<file path="src/hw/vsp_pkg.sv">
package vsp_pkg;
    // Clock rate in kHz, 125 MHz
    localparam int CLK_KHZ = 125000;
    // Evaluation period for the valley-select update, in ms
    localparam int EVAL_PERIOD_MS = 48;
    localparam int EVAL_CYCLES = EVAL_PERIOD_MS * CLK_KHZ;
    // Interval figures in ns, plain defaults
    localparam int SHORT_RS_NS = 2500;
    localparam int LONG_RS_NS = 25000;
    localparam int MAX_OFF_NS = 42000;
    localparam int MAX_ON_NS = 30000;
    localparam int LEB_NS = 220;
    localparam int SW_BLANK_NS = 190;
    localparam int OVP_BLANK_NS = 1000;
    // Cycle counts at 8 ns; clock in MHz keeps products inside int
    localparam int CLK_MHZ = CLK_KHZ / 1000;
    localparam int SHORT_RS_CYC = (SHORT_RS_NS * CLK_MHZ + 999) / 1000;
    localparam int LONG_RS_CYC = (LONG_RS_NS * CLK_MHZ + 999) / 1000;
    localparam int MAX_OFF_CYC = (MAX_OFF_NS * CLK_MHZ) / 1000;
    localparam int MAX_ON_CYC = (MAX_ON_NS * CLK_MHZ) / 1000;
    localparam int LEB_CYC = (LEB_NS * CLK_MHZ + 999) / 1000;
    localparam int SW_BLANK_CYC = (SW_BLANK_NS * CLK_MHZ + 999) / 1000;
    localparam int OVP_BLANK_CYC = (OVP_BLANK_NS * CLK_MHZ + 999) / 1000;
    // Counter limits and reset values
    localparam logic [2:0] VSEL_MIN = 3'h1;
    localparam logic [2:0] VSEL_MAX = 3'h7;
    localparam logic [2:0] VSEL_RESET = 3'h1;
    localparam logic [2:0] VCNT_MAX = 3'h7;
    localparam logic [2:0] VCNT_RESET = 3'h0;
    localparam int TW = 16;
    localparam int EW = 23;

    // Comparator flags from the analog front end
    typedef struct packed {
        logic fb_low_threshold;
        logic fb_mid_threshold;
        logic fb_reset_threshold;
        logic valley_detect_level;
        logic output_overvoltage_level;
        logic ringing_select_level;
        logic pwm_trip;
        logic current_limit;
        logic short_winding_level;
    } vsp_cmp_type;

    typedef enum logic [1:0] {
        ST_SUPPRESS = 2'b00,
        ST_WAIT = 2'b01,
        ST_ON = 2'b10,
        ST_LATCHED = 2'b11
    } vsp_state_type;
endpackage

</file>
<file path="src/hw/vsp_filter.sv">
`timescale 1ns/1ps
// Passes a level only after it has held for LEN consecutive cycles
module vsp_filter
    import vsp_pkg::*;
#(
    parameter int LEN = 4
)
(
    input wire logic clk,
    input wire logic rst_n,
    input wire logic enable,
    input wire logic level,
    output logic fired
);
    logic [TW-1:0] cnt_q;

    // Counts consecutive active cycles, restarts on any gap
    always_ff @(posedge clk or negedge rst_n)
    begin
        if (!rst_n)
        begin
            cnt_q <= '0;
            fired <= 1'b0;
        end
        else if (!enable || !level)
        begin
            cnt_q <= '0;
            fired <= 1'b0;
        end
        else if (cnt_q >= TW'(LEN - 1))
        begin
            fired <= 1'b1;
        end
        else
        begin
            cnt_q <= cnt_q + 1'b1;
        end
    end
endmodule

</file>
<file path="src/hw/vsp_core.sv">
`timescale 1ns/1ps
// Overview of operation
// RULE1 - Valley select held within one to seven
// RULE2 - Feedback judged per 48ms period, then updated
// RULE3 - Always below low threshold: count up
// RULE4 - Between low and mid: hold value
// RULE5 - Above mid, below reset: count down
// RULE6 - Above reset threshold: force to one
// RULE7 - Valley select starts at one
// RULE8 - Count valley crossings after turn-off, max seven
// RULE9 - Valley count cleared on gate rise
// RULE10 - Off-time overvoltage latches off after blanking
// RULE11 - Ringing level picks short or long suppression
// RULE12 - Gate held low during suppression
// RULE13 - Turn on when count reaches selection
// RULE14 - Maximum off-time forces turn-on
// RULE15 - PWM comparator trip turns gate off
// RULE16 - Blanking after turn-on ignores current comparators
// RULE17 - Maximum on-time forces turn-off
// RULE18 - Current limit after blanking turns off
// RULE19 - Short-winding flag filtered before latch-off
// RULE20 - Latch released only by supply drop
// RULE21 - Burst exit sets valley select to one
// RULE22 - Intervals held as clock cycle constants
module vsp_core
    import vsp_pkg::*;
(
    input wire logic sys_clk,
    input wire logic rst_n,
    input wire logic supply_power_down,
    input wire logic burst_exit,
    input wire vsp_cmp_type cmp,
    output logic gate_drive,
    output logic latched_off,
    output logic [2:0] valley_select,
    output logic [2:0] valley_count
);
    logic rst_meta_q;
    logic rst_sync_q;
    vsp_state_type state_q;
    logic [TW-1:0] tmr_q;
    logic [TW-1:0] rs_len_q;
    logic [EW-1:0] eval_q;
    logic seen_low_q;
    logic seen_mid_q;
    logic valley_prev_q;
    logic ovp_fired;
    logic sw_fired;
    logic blanked;
    logic trip;
    logic valley_fall;

    // Saturating step within the valley-select range
    function automatic logic [2:0] vsel_step(input logic [2:0] v,
                                             input logic up);
        if (up)
            vsel_step = (v >= VSEL_MAX) ? VSEL_MAX : v + 3'h1;
        else
            vsel_step = (v <= VSEL_MIN) ? VSEL_MIN : v - 3'h1;
    endfunction

    // Reset release through two flip-flops
    always_ff @(posedge sys_clk or negedge rst_n)
    begin
        if (!rst_n)
        begin
            rst_meta_q <= 1'b0;
            rst_sync_q <= 1'b0;
        end
        else
        begin
            rst_meta_q <= 1'b1;
            rst_sync_q <= rst_meta_q;
        end
    end

    // Derived conditions
    assign blanked = (state_q == ST_ON) && (tmr_q < TW'(LEB_CYC)); // see RULE16
    assign trip = !blanked && (cmp.pwm_trip || cmp.current_limit); // see RULE15
    assign valley_fall = valley_prev_q && !cmp.valley_detect_level;

    // Output overvoltage filter, active only during off-time
    vsp_filter #(.LEN(OVP_BLANK_CYC)) u_ovp (
        .clk(sys_clk),
        .rst_n(rst_sync_q),
        .enable(state_q == ST_SUPPRESS || state_q == ST_WAIT), // see RULE10
        .level(cmp.output_overvoltage_level),
        .fired(ovp_fired)
    );

    // Short-winding spike filter, active during on-time
    vsp_filter #(.LEN(SW_BLANK_CYC)) u_sw (
        .clk(sys_clk),
        .rst_n(rst_sync_q),
        .enable(state_q == ST_ON), // see RULE19
        .level(cmp.short_winding_level),
        .fired(sw_fired)
    );

    // Evaluation period timer and threshold memory
    always_ff @(posedge sys_clk or negedge rst_sync_q)
    begin
        if (!rst_sync_q)
        begin
            eval_q <= '0;
            seen_low_q <= 1'b0;
            seen_mid_q <= 1'b0;
        end
        else if (eval_q >= EW'(EVAL_CYCLES - 1)) // see RULE2
        begin
            eval_q <= '0;
            seen_low_q <= 1'b0;
            seen_mid_q <= 1'b0;
        end
        else
        begin
            eval_q <= eval_q + 1'b1;
            seen_low_q <= seen_low_q || cmp.fb_low_threshold;
            seen_mid_q <= seen_mid_q || cmp.fb_mid_threshold;
        end
    end

    // Valley-select up/down counter
    always_ff @(posedge sys_clk or negedge rst_sync_q)
    begin
        if (!rst_sync_q)
            valley_select <= VSEL_RESET; // see RULE7
        else if (cmp.fb_reset_threshold || burst_exit)
            valley_select <= VSEL_MIN; // see RULE6 see RULE21
        else if (eval_q >= EW'(EVAL_CYCLES - 1))
        begin
            if (seen_mid_q || cmp.fb_mid_threshold)
                valley_select <= vsel_step(valley_select, 1'b0); // see RULE5
            else if (!(seen_low_q || cmp.fb_low_threshold))
                valley_select <= vsel_step(valley_select, 1'b1); // see RULE3
            // Otherwise unchanged, see RULE4; range kept, see RULE1
        end
    end

    // Valley crossing counter
    always_ff @(posedge sys_clk or negedge rst_sync_q)
    begin
        if (!rst_sync_q)
        begin
            valley_count <= VCNT_RESET;
            valley_prev_q <= 1'b0;
        end
        else
        begin
            valley_prev_q <= cmp.valley_detect_level;
            if (state_q == ST_ON)
                valley_count <= VCNT_RESET; // see RULE9
            else if (valley_fall && valley_count < VCNT_MAX)
                valley_count <= valley_count + 3'h1; // see RULE8
        end
    end

    // Switching state machine; tmr_q counts on-time or off-time (suppression and wait together), held while latched
    always_ff @(posedge sys_clk or negedge rst_sync_q)
    begin
        if (!rst_sync_q)
        begin
            state_q <= ST_SUPPRESS;
            tmr_q <= '0;
            rs_len_q <= TW'(LONG_RS_CYC);
        end
        else
        begin
            unique case (state_q)
                ST_SUPPRESS:
                begin
                    tmr_q <= tmr_q + 1'b1;
                    // Pick suppression once the gate is low and the pin free
                    if (tmr_q == TW'(1))
                        rs_len_q <= cmp.ringing_select_level ? // see RULE11
                            TW'(SHORT_RS_CYC) : TW'(LONG_RS_CYC);
                    if (ovp_fired)
                        state_q <= ST_LATCHED; // see RULE10
                    else if (tmr_q >= rs_len_q - 1'b1) // see RULE12
                        state_q <= ST_WAIT;
                end
                ST_WAIT:
                begin
                    tmr_q <= tmr_q + 1'b1;
                    if (ovp_fired)
                        state_q <= ST_LATCHED;
                    else if (valley_count >= valley_select // see RULE13
                             || tmr_q >= TW'(MAX_OFF_CYC - 1)) // see RULE14
                    begin
                        state_q <= ST_ON;
                        tmr_q <= '0;
                    end
                end
                ST_ON:
                begin
                    tmr_q <= tmr_q + 1'b1;
                    if (sw_fired)
                        state_q <= ST_LATCHED; // see RULE19
                    else if (trip || tmr_q >= TW'(MAX_ON_CYC - 1)) // see RULE17 see RULE18
                    begin
                        state_q <= ST_SUPPRESS;
                        tmr_q <= '0;
                    end
                end
                ST_LATCHED:
                begin
                    if (supply_power_down) // see RULE20
                    begin
                        state_q <= ST_SUPPRESS;
                        tmr_q <= '0;
                    end
                end
            endcase
        end
    end

    // Registered outputs (intervals are constants, see RULE22)
    always_ff @(posedge sys_clk or negedge rst_sync_q)
    begin
        if (!rst_sync_q)
        begin
            gate_drive <= 1'b0;
            latched_off <= 1'b0;
        end
        else
        begin
            gate_drive <= (state_q == ST_ON);
            latched_off <= (state_q == ST_LATCHED);
        end
    end

    // Checks
    a_gate_low_suppress: assert property (@(posedge sys_clk) // see RULE12
        disable iff (!rst_sync_q)
        state_q == ST_SUPPRESS |=> !gate_drive)
        else $error("gate high during suppression");
    a_select_range: assert property (@(posedge sys_clk) // see RULE1
        disable iff (!rst_sync_q)
        valley_select >= 3'h1 && valley_select <= 3'h7)
        else $error("valley select out of range");
    a_reset_force: assert property (@(posedge sys_clk) // see RULE6
        disable iff (!rst_sync_q)
        cmp.fb_reset_threshold |=> valley_select == 3'h1)
        else $error("reset threshold did not force one");
    a_count_clear: assert property (@(posedge sys_clk) // see RULE9
        disable iff (!rst_sync_q)
        $rose(gate_drive) |-> valley_count == 3'h0)
        else $error("valley count not cleared");
    a_leb_hold: assert property (@(posedge sys_clk) // see RULE16
        disable iff (!rst_sync_q)
        $rose(gate_drive) |-> gate_drive[*8])
        else $error("gate fell during blanking");
    a_max_on: assert property (@(posedge sys_clk) // see RULE17
        disable iff (!rst_sync_q)
        state_q == ST_ON && tmr_q == TW'(MAX_ON_CYC - 1) |=> state_q != ST_ON)
        else $error("max on time exceeded");
    a_max_off: assert property (@(posedge sys_clk) // see RULE14
        disable iff (!rst_sync_q)
        state_q == ST_WAIT && tmr_q >= TW'(MAX_OFF_CYC - 1) && !ovp_fired
        |=> state_q == ST_ON)
        else $error("max off time not honoured");
    a_latch_hold: assert property (@(posedge sys_clk) // see RULE20
        disable iff (!rst_sync_q)
        state_q == ST_LATCHED && !supply_power_down |=> state_q == ST_LATCHED)
        else $error("latch released without supply drop");
    a_trip_off: assert property (@(posedge sys_clk) // see RULE18
        disable iff (!rst_sync_q)
        state_q == ST_ON && trip && !sw_fired |=> state_q == ST_SUPPRESS)
        else $error("trip did not turn gate off");
    c_turn_on: cover property (@(posedge sys_clk) $rose(gate_drive));
    c_latch: cover property (@(posedge sys_clk) $rose(latched_off));
    c_select_up: cover property (@(posedge sys_clk) valley_select == 3'h7);
endmodule

</file>
<file path="config.mk">
export PLATFORM = sky130hd
export DESIGN_NAME = vsp_core
export DESIGN_NICKNAME = d
export VERILOG_FILES = /design/src/hw/vsp_pkg.sv /design/src/hw/vsp_filter.sv /design/src/hw/vsp_core.sv
export SDC_FILE = /design/constraint.sdc
export NUM_CORES = 1
export LEC_CHECK = 0
export BUFFER_PORTS_ARGS = -buffer_cell sky130_fd_sc_hd__buf_2
export CAP_MARGIN = 20
export CELL_PAD_IN_SITES_DETAIL_PLACEMENT = 2
export CELL_PAD_IN_SITES_GLOBAL_PLACEMENT = 2
export CORE_ASPECT_RATIO = 0.8
export CORE_MARGIN = 10
export CORE_UTILIZATION = 32
export CTS_BUF_LIST = sky130_fd_sc_hd__clkbuf_4 sky130_fd_sc_hd__clkbuf_8
export DETAILED_ROUTE_END_ITERATION = 10
export PLACE_DENSITY = 0.71
export SETUP_SLACK_MARGIN = 0.02
export SLEW_MARGIN = 20
export SYNTH_ARGS = -nofsm -noshare
export SYNTH_HDL_FRONTEND = slang
export SYNTH_HIERARCHICAL = 1
export SYNTH_SLANG_ARGS = --single-unit
export TNS_END_PERCENT = 10
</file>
<file path="constraint.sdc">
create_clock -name sys_clk -period 3.03 [get_ports sys_clk]
set_input_delay 0.4545 -clock sys_clk [delete_from_list [all_inputs] [get_ports sys_clk]]
set_output_delay 0.4545 -clock sys_clk [all_outputs]
set_load 0.05 [all_outputs]
</file>
; Word level (Yosys, flattened, before mapping)
; Index checks and enable logic that the tools add are counted.
[classes]
n_reduce_logical = 27
mux = 34
n_eq_ne = 11
add_sub_neg = 8
magnitude_cmp = 11
[ops]
columns = operator, count
row1 = 16-bit two-way mux, 9
row2 = 16-bit case mux with 4 select lines, 1
row3 = "16-bit by 1-bit adder with 16-bit output, second input constant", 3
row4 = 3-bit two-way mux, 8
row5 = "23-bit by 1-bit adder with 23-bit output, second input constant", 1
row6 = "23-bit >= comparator, second input constant", 1
row7 = 23-bit two-way mux, 1
row8 = "16-bit by 1-bit equality test with 1-bit output, second input constant", 1
row9 = "16-bit by 12-bit >= comparator with 1-bit output, second input constant", 1
row10 = "16-bit by 13-bit >= comparator with 1-bit output, second input constant", 1
row11 = 16-bit >= comparator, 1
row12 = "16-bit by 5-bit >= comparator with 1-bit output, second input constant", 1
row13 = "16-bit by 7-bit >= comparator with 1-bit output, second input constant", 1
row14 = "16-bit by 5-bit < comparator with 1-bit output, second input constant", 1
row15 = "16-bit by 1-bit subtractor with 16-bit output, second input constant", 1
row16 = 2-bit two-way mux, 7
row17 = 12-bit two-way mux, 1
row18 = 1-bit logical OR, 9
row19 = "3-bit by 1-bit != test with 1-bit output, second input constant", 3
row20 = 2-bit case mux with 4 select lines, 1
row21 = 2-bit nonzero test, 4
row22 = "3-bit by 1-bit adder with 3-bit output, second input constant", 2
row23 = 1-bit zero test, 6
row24 = 1-bit two-way mux, 6
row25 = other kinds (14), 20
[word_totals]
out_inout_bits = 8
inputBits = 13
reg_bits = 104

; Logic depth before layout (Yosys ltp)
[logic_depth]
word_depth = 8
ltp_mapped = 9

; Hierarchy
; The synthesis kept the hierarchy.
[by_module_without_submodules]
columns = mod, n_inst, seq_area_each_um2, cells_per_inst, area_per_inst_um2
row1 = vsp_core, 1, 1403.8, 357, 3244.4
row2 = vsp_filter at u_ovp, 1, 425.4, 68, 735.7
row3 = vsp_filter at u_sw, 1, 425.4, 55, 683.2

; Least setup slack after synthesis
; No wires, ideal clock.
[synth_path]
path_kind = register to register
start = register valley_count[0]
end = register tmr_q[3]
path_stages_with_launch = 9
synth_period_minus_slack_ps = 2103
path_slack_ps = 927
arrival_ps = 1963
cell_sequence = dfrtp_1 > inv_1 > ha_1 > nand2b_1 > a21oi_1 > o2111ai_2 > nand2_2 > nor2_2 > o32ai_2
[synth_via]
elab_chain_cells = 5
[synth_rtl]
columns = item, line
row1 = from (decl), vsp_core.sv:36  ; output logic [2:0] valley_count
row2 = from (signal assigned), vsp_core.sv:154  ; valley_count <= valley_count + 3'h1;
row3 = 3-bit >= comparator, vsp_core.sv:187  ; else if (valley_count >= valley_select
row4 = 1-bit logical OR, vsp_core.sv:188  ; || tmr_q >= TW'(MAX_OFF_CYC - 1))
row5 = 16-bit two-way mux, vsp_core.sv:187
row6 = 16-bit two-way mux, vsp_core.sv:185  ; if (ovp_fired)
row7 = 16-bit case mux with 4 select lines, vsp_core.sv:169  ; unique case (state_q)
row8 = to (signal assigned), vsp_core.sv:172  ; tmr_q <= tmr_q + 1'b1;
row9 = to (signal assigned), vsp_core.sv:184  ; tmr_q <= tmr_q + 1'b1;
row10 = to (signal assigned), vsp_core.sv:196  ; tmr_q <= tmr_q + 1'b1;
row11 = to (decl), vsp_core.sv:41  ; logic [TW-1:0] tmr_q;
; Every way passes these cells.
; A chain may end at the register's enable or synchronous reset.

; Worst setup path after layout
[layout_path]
start = register tmr_q[0]
end = register tmr_q[5]
[layout_via]
elab_chain_cells = 8
word_cells_on_any_way = 14
classes_between = add/sub (1) / order compare (3) / mux (5) / reduce/logical (5)
[layout_rtl]
columns = item, line
row1 = 16-bit by 5-bit < comparator with 1-bit output, vsp_core.sv:78  ; assign blanked = (state_q == ST_ON) && (tmr_q < TW'(LEB_CYC));
row2 = 1-bit logical AND, vsp_core.sv:78
row3 = 1-bit zero test, vsp_core.sv:79  ; assign trip = !blanked && (cmp.pwm_trip || cmp.current_limit);
row4 = 1-bit logical AND, vsp_core.sv:79
row5 = 1-bit logical OR, vsp_core.sv:199  ; else if (trip || tmr_q >= TW'(MAX_ON_CYC - 1))
row6 = 16-bit two-way mux, vsp_core.sv:199
row7 = 16-bit two-way mux, vsp_core.sv:197  ; if (sw_fired)
row8 = 16-bit case mux with 4 select lines (*), vsp_core.sv:169
; Every way passes the cells marked *; elsewhere a longest branch is shown, timed or not.

==> impl_metrics.tcl <==
set metrics [dict create \
    cp_max_fo 15 \
    num_vias 3707 \
    nets 530 \
    fin_util_pct 36.20 \
    rsz0062_at_grt "false" \
    netlist_instances 480 \
    routabilityCongestion 0.7795 \
    cellLeakagePower_nw 2.332 \
    cts_buffer_depth 2 \
    maxCapViolCount 0 \
    reg2reg_from "tmr_q[0]" \
    antenna_found_initial 0 \
    path_class "flip-flop to flip-flop" \
    dp_hpwl_mm 8.803 \
    synth_seq_cells 90 \
    area_delta_synth_final_pct 10.97 \
    r2r_slack_ns 0.68 \
    die_y_um 128.0 \
    fp.coreArea_um2 14300 \
    arrival_ns 2.60 \
    worst_pin_slew_ns 0.7644 \
    r2r_cells 8 \
    hold_path_startpoint "cmp[5]" \
    wl_per_cell_um 18.03 \
    clock-sinks 90 \
    tns_ns 0 \
    maxSlewViolCount 0 \
    grt_util_all_layers_pct 13.31 \
    whs_endpoint "valley_prev_q" \
    r2r-end "tmr_q[5]" \
    worst_skew_pair.late_latency_ns 0.39 \
    die-area_um2 19830 \
    ir_drop_mv 0.2360 \
    synth_ff_type "dfrtp_1" \
    synth-edff-count 0 \
    wl_mm 12.39 \
    drt-initial-drc-count 186 \
    ys_warn_count 6 \
    post-route-min-period_ns 2.355 \
    finalHoldViolCount 0 \
    clock.fmax_mhz 424.6 \
    pin_count 21 \
    final_cell_mix "87 x dfrtp_1, 54 x nor2_1, 46 x nand2_1" \
    layout_commonest_cell "dfrtp_1" \
    timing.final.setup_violations 0 \
    async_reset_ff_share_pct 100.0 \
    avgSynthCellArea_um2 9.715 \
    cts_tree "built" \
    synthesis.nets 512 \
    cts_root_buffer "clkbuf_8" \
    portBuffers 20 \
    worstPathRequired_ns 3.27 \
    first_global_vias 4181 \
    drive_above_1_share_pct 13.92 \
    start_util_pct 32.62 \
    slew_headroom_pct 48.50 \
    num_rows 39 \
    die_x_um 155.0 \
    n_antenna_cell 0 \
    startpoint "tmr_q[0]" \
    cts_buffers 9 \
    path_clk_slew_ns 0.09 \
    syn_area_um2 4663 \
    htreeDepth 3 \
    worst_setup_path_end_kind "flip-flop" \
    drc 0 \
    grt_max_degree 89 \
    grt_pass1_wl_mm 21.56 \
    post-cts-setup-buffers 0 \
    antenna_left 0 \
    via_per_inst 5.396 \
    outcome "completed" \
    worstSetupStartpointType "flip-flop" \
    period_share_pct 77.72 \
    p_per_area_nw_per_um2 625.5 \
    hp-class "input port to flip-flop" \
    fin_skew_ns 0.009594 \
    synthDistinctLibCells 62 \
    whs_path_depth 1 \
    first_pass_iters 4 \
    synth-seq-area-share_pct 48.35 \
    overflow 0 \
]
==> layer usage <==
layer | track usage (%) | share of wire, % | up-vias
met5 | 0 | 0 | -
li1 | - | - | 1737
met1 | 17.62 | 48 | 1930
met3 | 3.689 | 3.3 | 12
met2 | 21.12 | 48 | 28
met4 | 3.161 | 0.98 | 0
==> timing repair <==
action	CTS	global route
gates resized for setup	0	0
endpoints found under the hold margin	2	0
hold buffers	1	0
==> per-stage QoR <==
stage / total power (W) / area, um2 / setup WS (ns) / instances / hold WS [ns]
after floorplan: 0.002060 / 4663 / 0.3411 / 480 / 0.1589
after global placement: 0.002332 / 4959 / 0.8133 / 670 / 0.2401
after detailed placement: 0.002379 / 4959 / 0.7161 / 670 / 0.2431
after CTS: 0.003303 / 5175 / 0.6790 / 687 / 0.1903
after global routing: 0.003477 / 5175 / 0.5049 / 687 / 0.1759
final: 0.003237 / 5175 / 0.6751 / 687 / 0.2031
==> kinds of logic after synthesis <==
family	share of synthesized area, %
AOI/OAI and AO/OA	12.58
xor gates and xnor gates	3.944
adders and majority gates	5.098
buffers and inverters	3.756
DFF	48.35
muxes	1.368
other	0.08042
and+or+nand+nor	24.82
==> power by group <==
part | leakage [nW] | internal, W | switching [W] | total, W
Sequential | 1.21 | 0.00129 | 0.000123 | 0.00142
Combinational | 1.01 | 0.000292 | 0.000635 | 0.000927
Clock | 0.109 | 0.000445 | 0.000448 | 0.000893
==> state kept, by name (all words and copies together) (netlist names) <==
name / cells
tmr_q: 16
valley_select: 3
state_q: 2
seen_low_q: 1
rs_len_q: 2
rst_sync_q: 1
u_sw/cnt_q: 16
u_ovp/cnt_q: 16
seen_mid_q: 1
eval_q: 23
gate_drive: 1
u_ovp/fired: 1
rst_meta_q: 1
latched_off: 1
valley_count: 3
valley_prev_q: 1
u_sw/fired: 1
==> critical path: stages (launching register included) <==
cell,delay (ns)
dfrtp_1,0.46
inv_1,0.07
ha_1,0.21
nand2b_1,0.12
a211o_1,0.13
a21oi_1,0.06
o311a_2,0.53
nor2_2,0.44
o21ai_0,0.19
==> cell usage after synthesis, drive strengths merged, types with 2 or more instances <==
master / n / area [um2]
o31ai: 8 / 60.06
nor2: 56 / 220.2
nand2b: 6 / 40.04
inv: 23 / 86.33
nand2: 47 / 178.9
or2: 4 / 25.03
a22oi: 2 / 15.01
o2111ai: 3 / 38.79
a311oi: 3 / 26.28
nor2b: 5 / 31.28
xor2: 12 / 105.1
dfrtp: 88 / 2202
o32ai: 3 / 48.80
nor4b: 3 / 26.28
buf: 6 / 38.79
a21oi: 16 / 80.08
xnor2: 9 / 78.83
o41ai: 2 / 17.52
mux2i: 3 / 30.03
clkbuf: 13 / 50.04
mux2: 3 / 33.78
or3: 8 / 50.05
nor3: 13 / 65.06
or4b: 2 / 20.02
and3: 30 / 191.4
nand4: 10 / 62.56
nand3: 18 / 90.09
o21ai: 24 / 120.1
o22ai: 4 / 25.02
o221ai: 5 / 43.79
and4b: 2 / 20.02
nor4: 8 / 86.33
ha: 19 / 237.7
o21a: 5 / 37.54
or4: 3 / 26.27
dfstp: 2 / 52.55
==> layout make-up <==
type / instances / area, um2
inverters: 23 / 86.33
well taps: 184 / 230.2
fillers: 1574 / 9123
repair buffers: 26 / 160.2
clock inverters: 2 / 38.79
multi-input cells: 348 / 2233
clock buffers: 14 / 167.7
flip-flops and latches: 90 / 2258
==> worst max path at each step <==
stage	to	cells past startpoint	slack, ns
2_1_floorplan	eval_q[0]	0	0.34
3_3_place_gp	tmr_q[9]	6	0.81
3_5_place_dp	tmr_q[5]	8	0.72
4_1_cts	tmr_q[5]	8	0.68
5_1_grt	tmr_q[5]	8	0.50
6_report	tmr_q[5]	8	0.68
(Power assumes the default switching activity.)
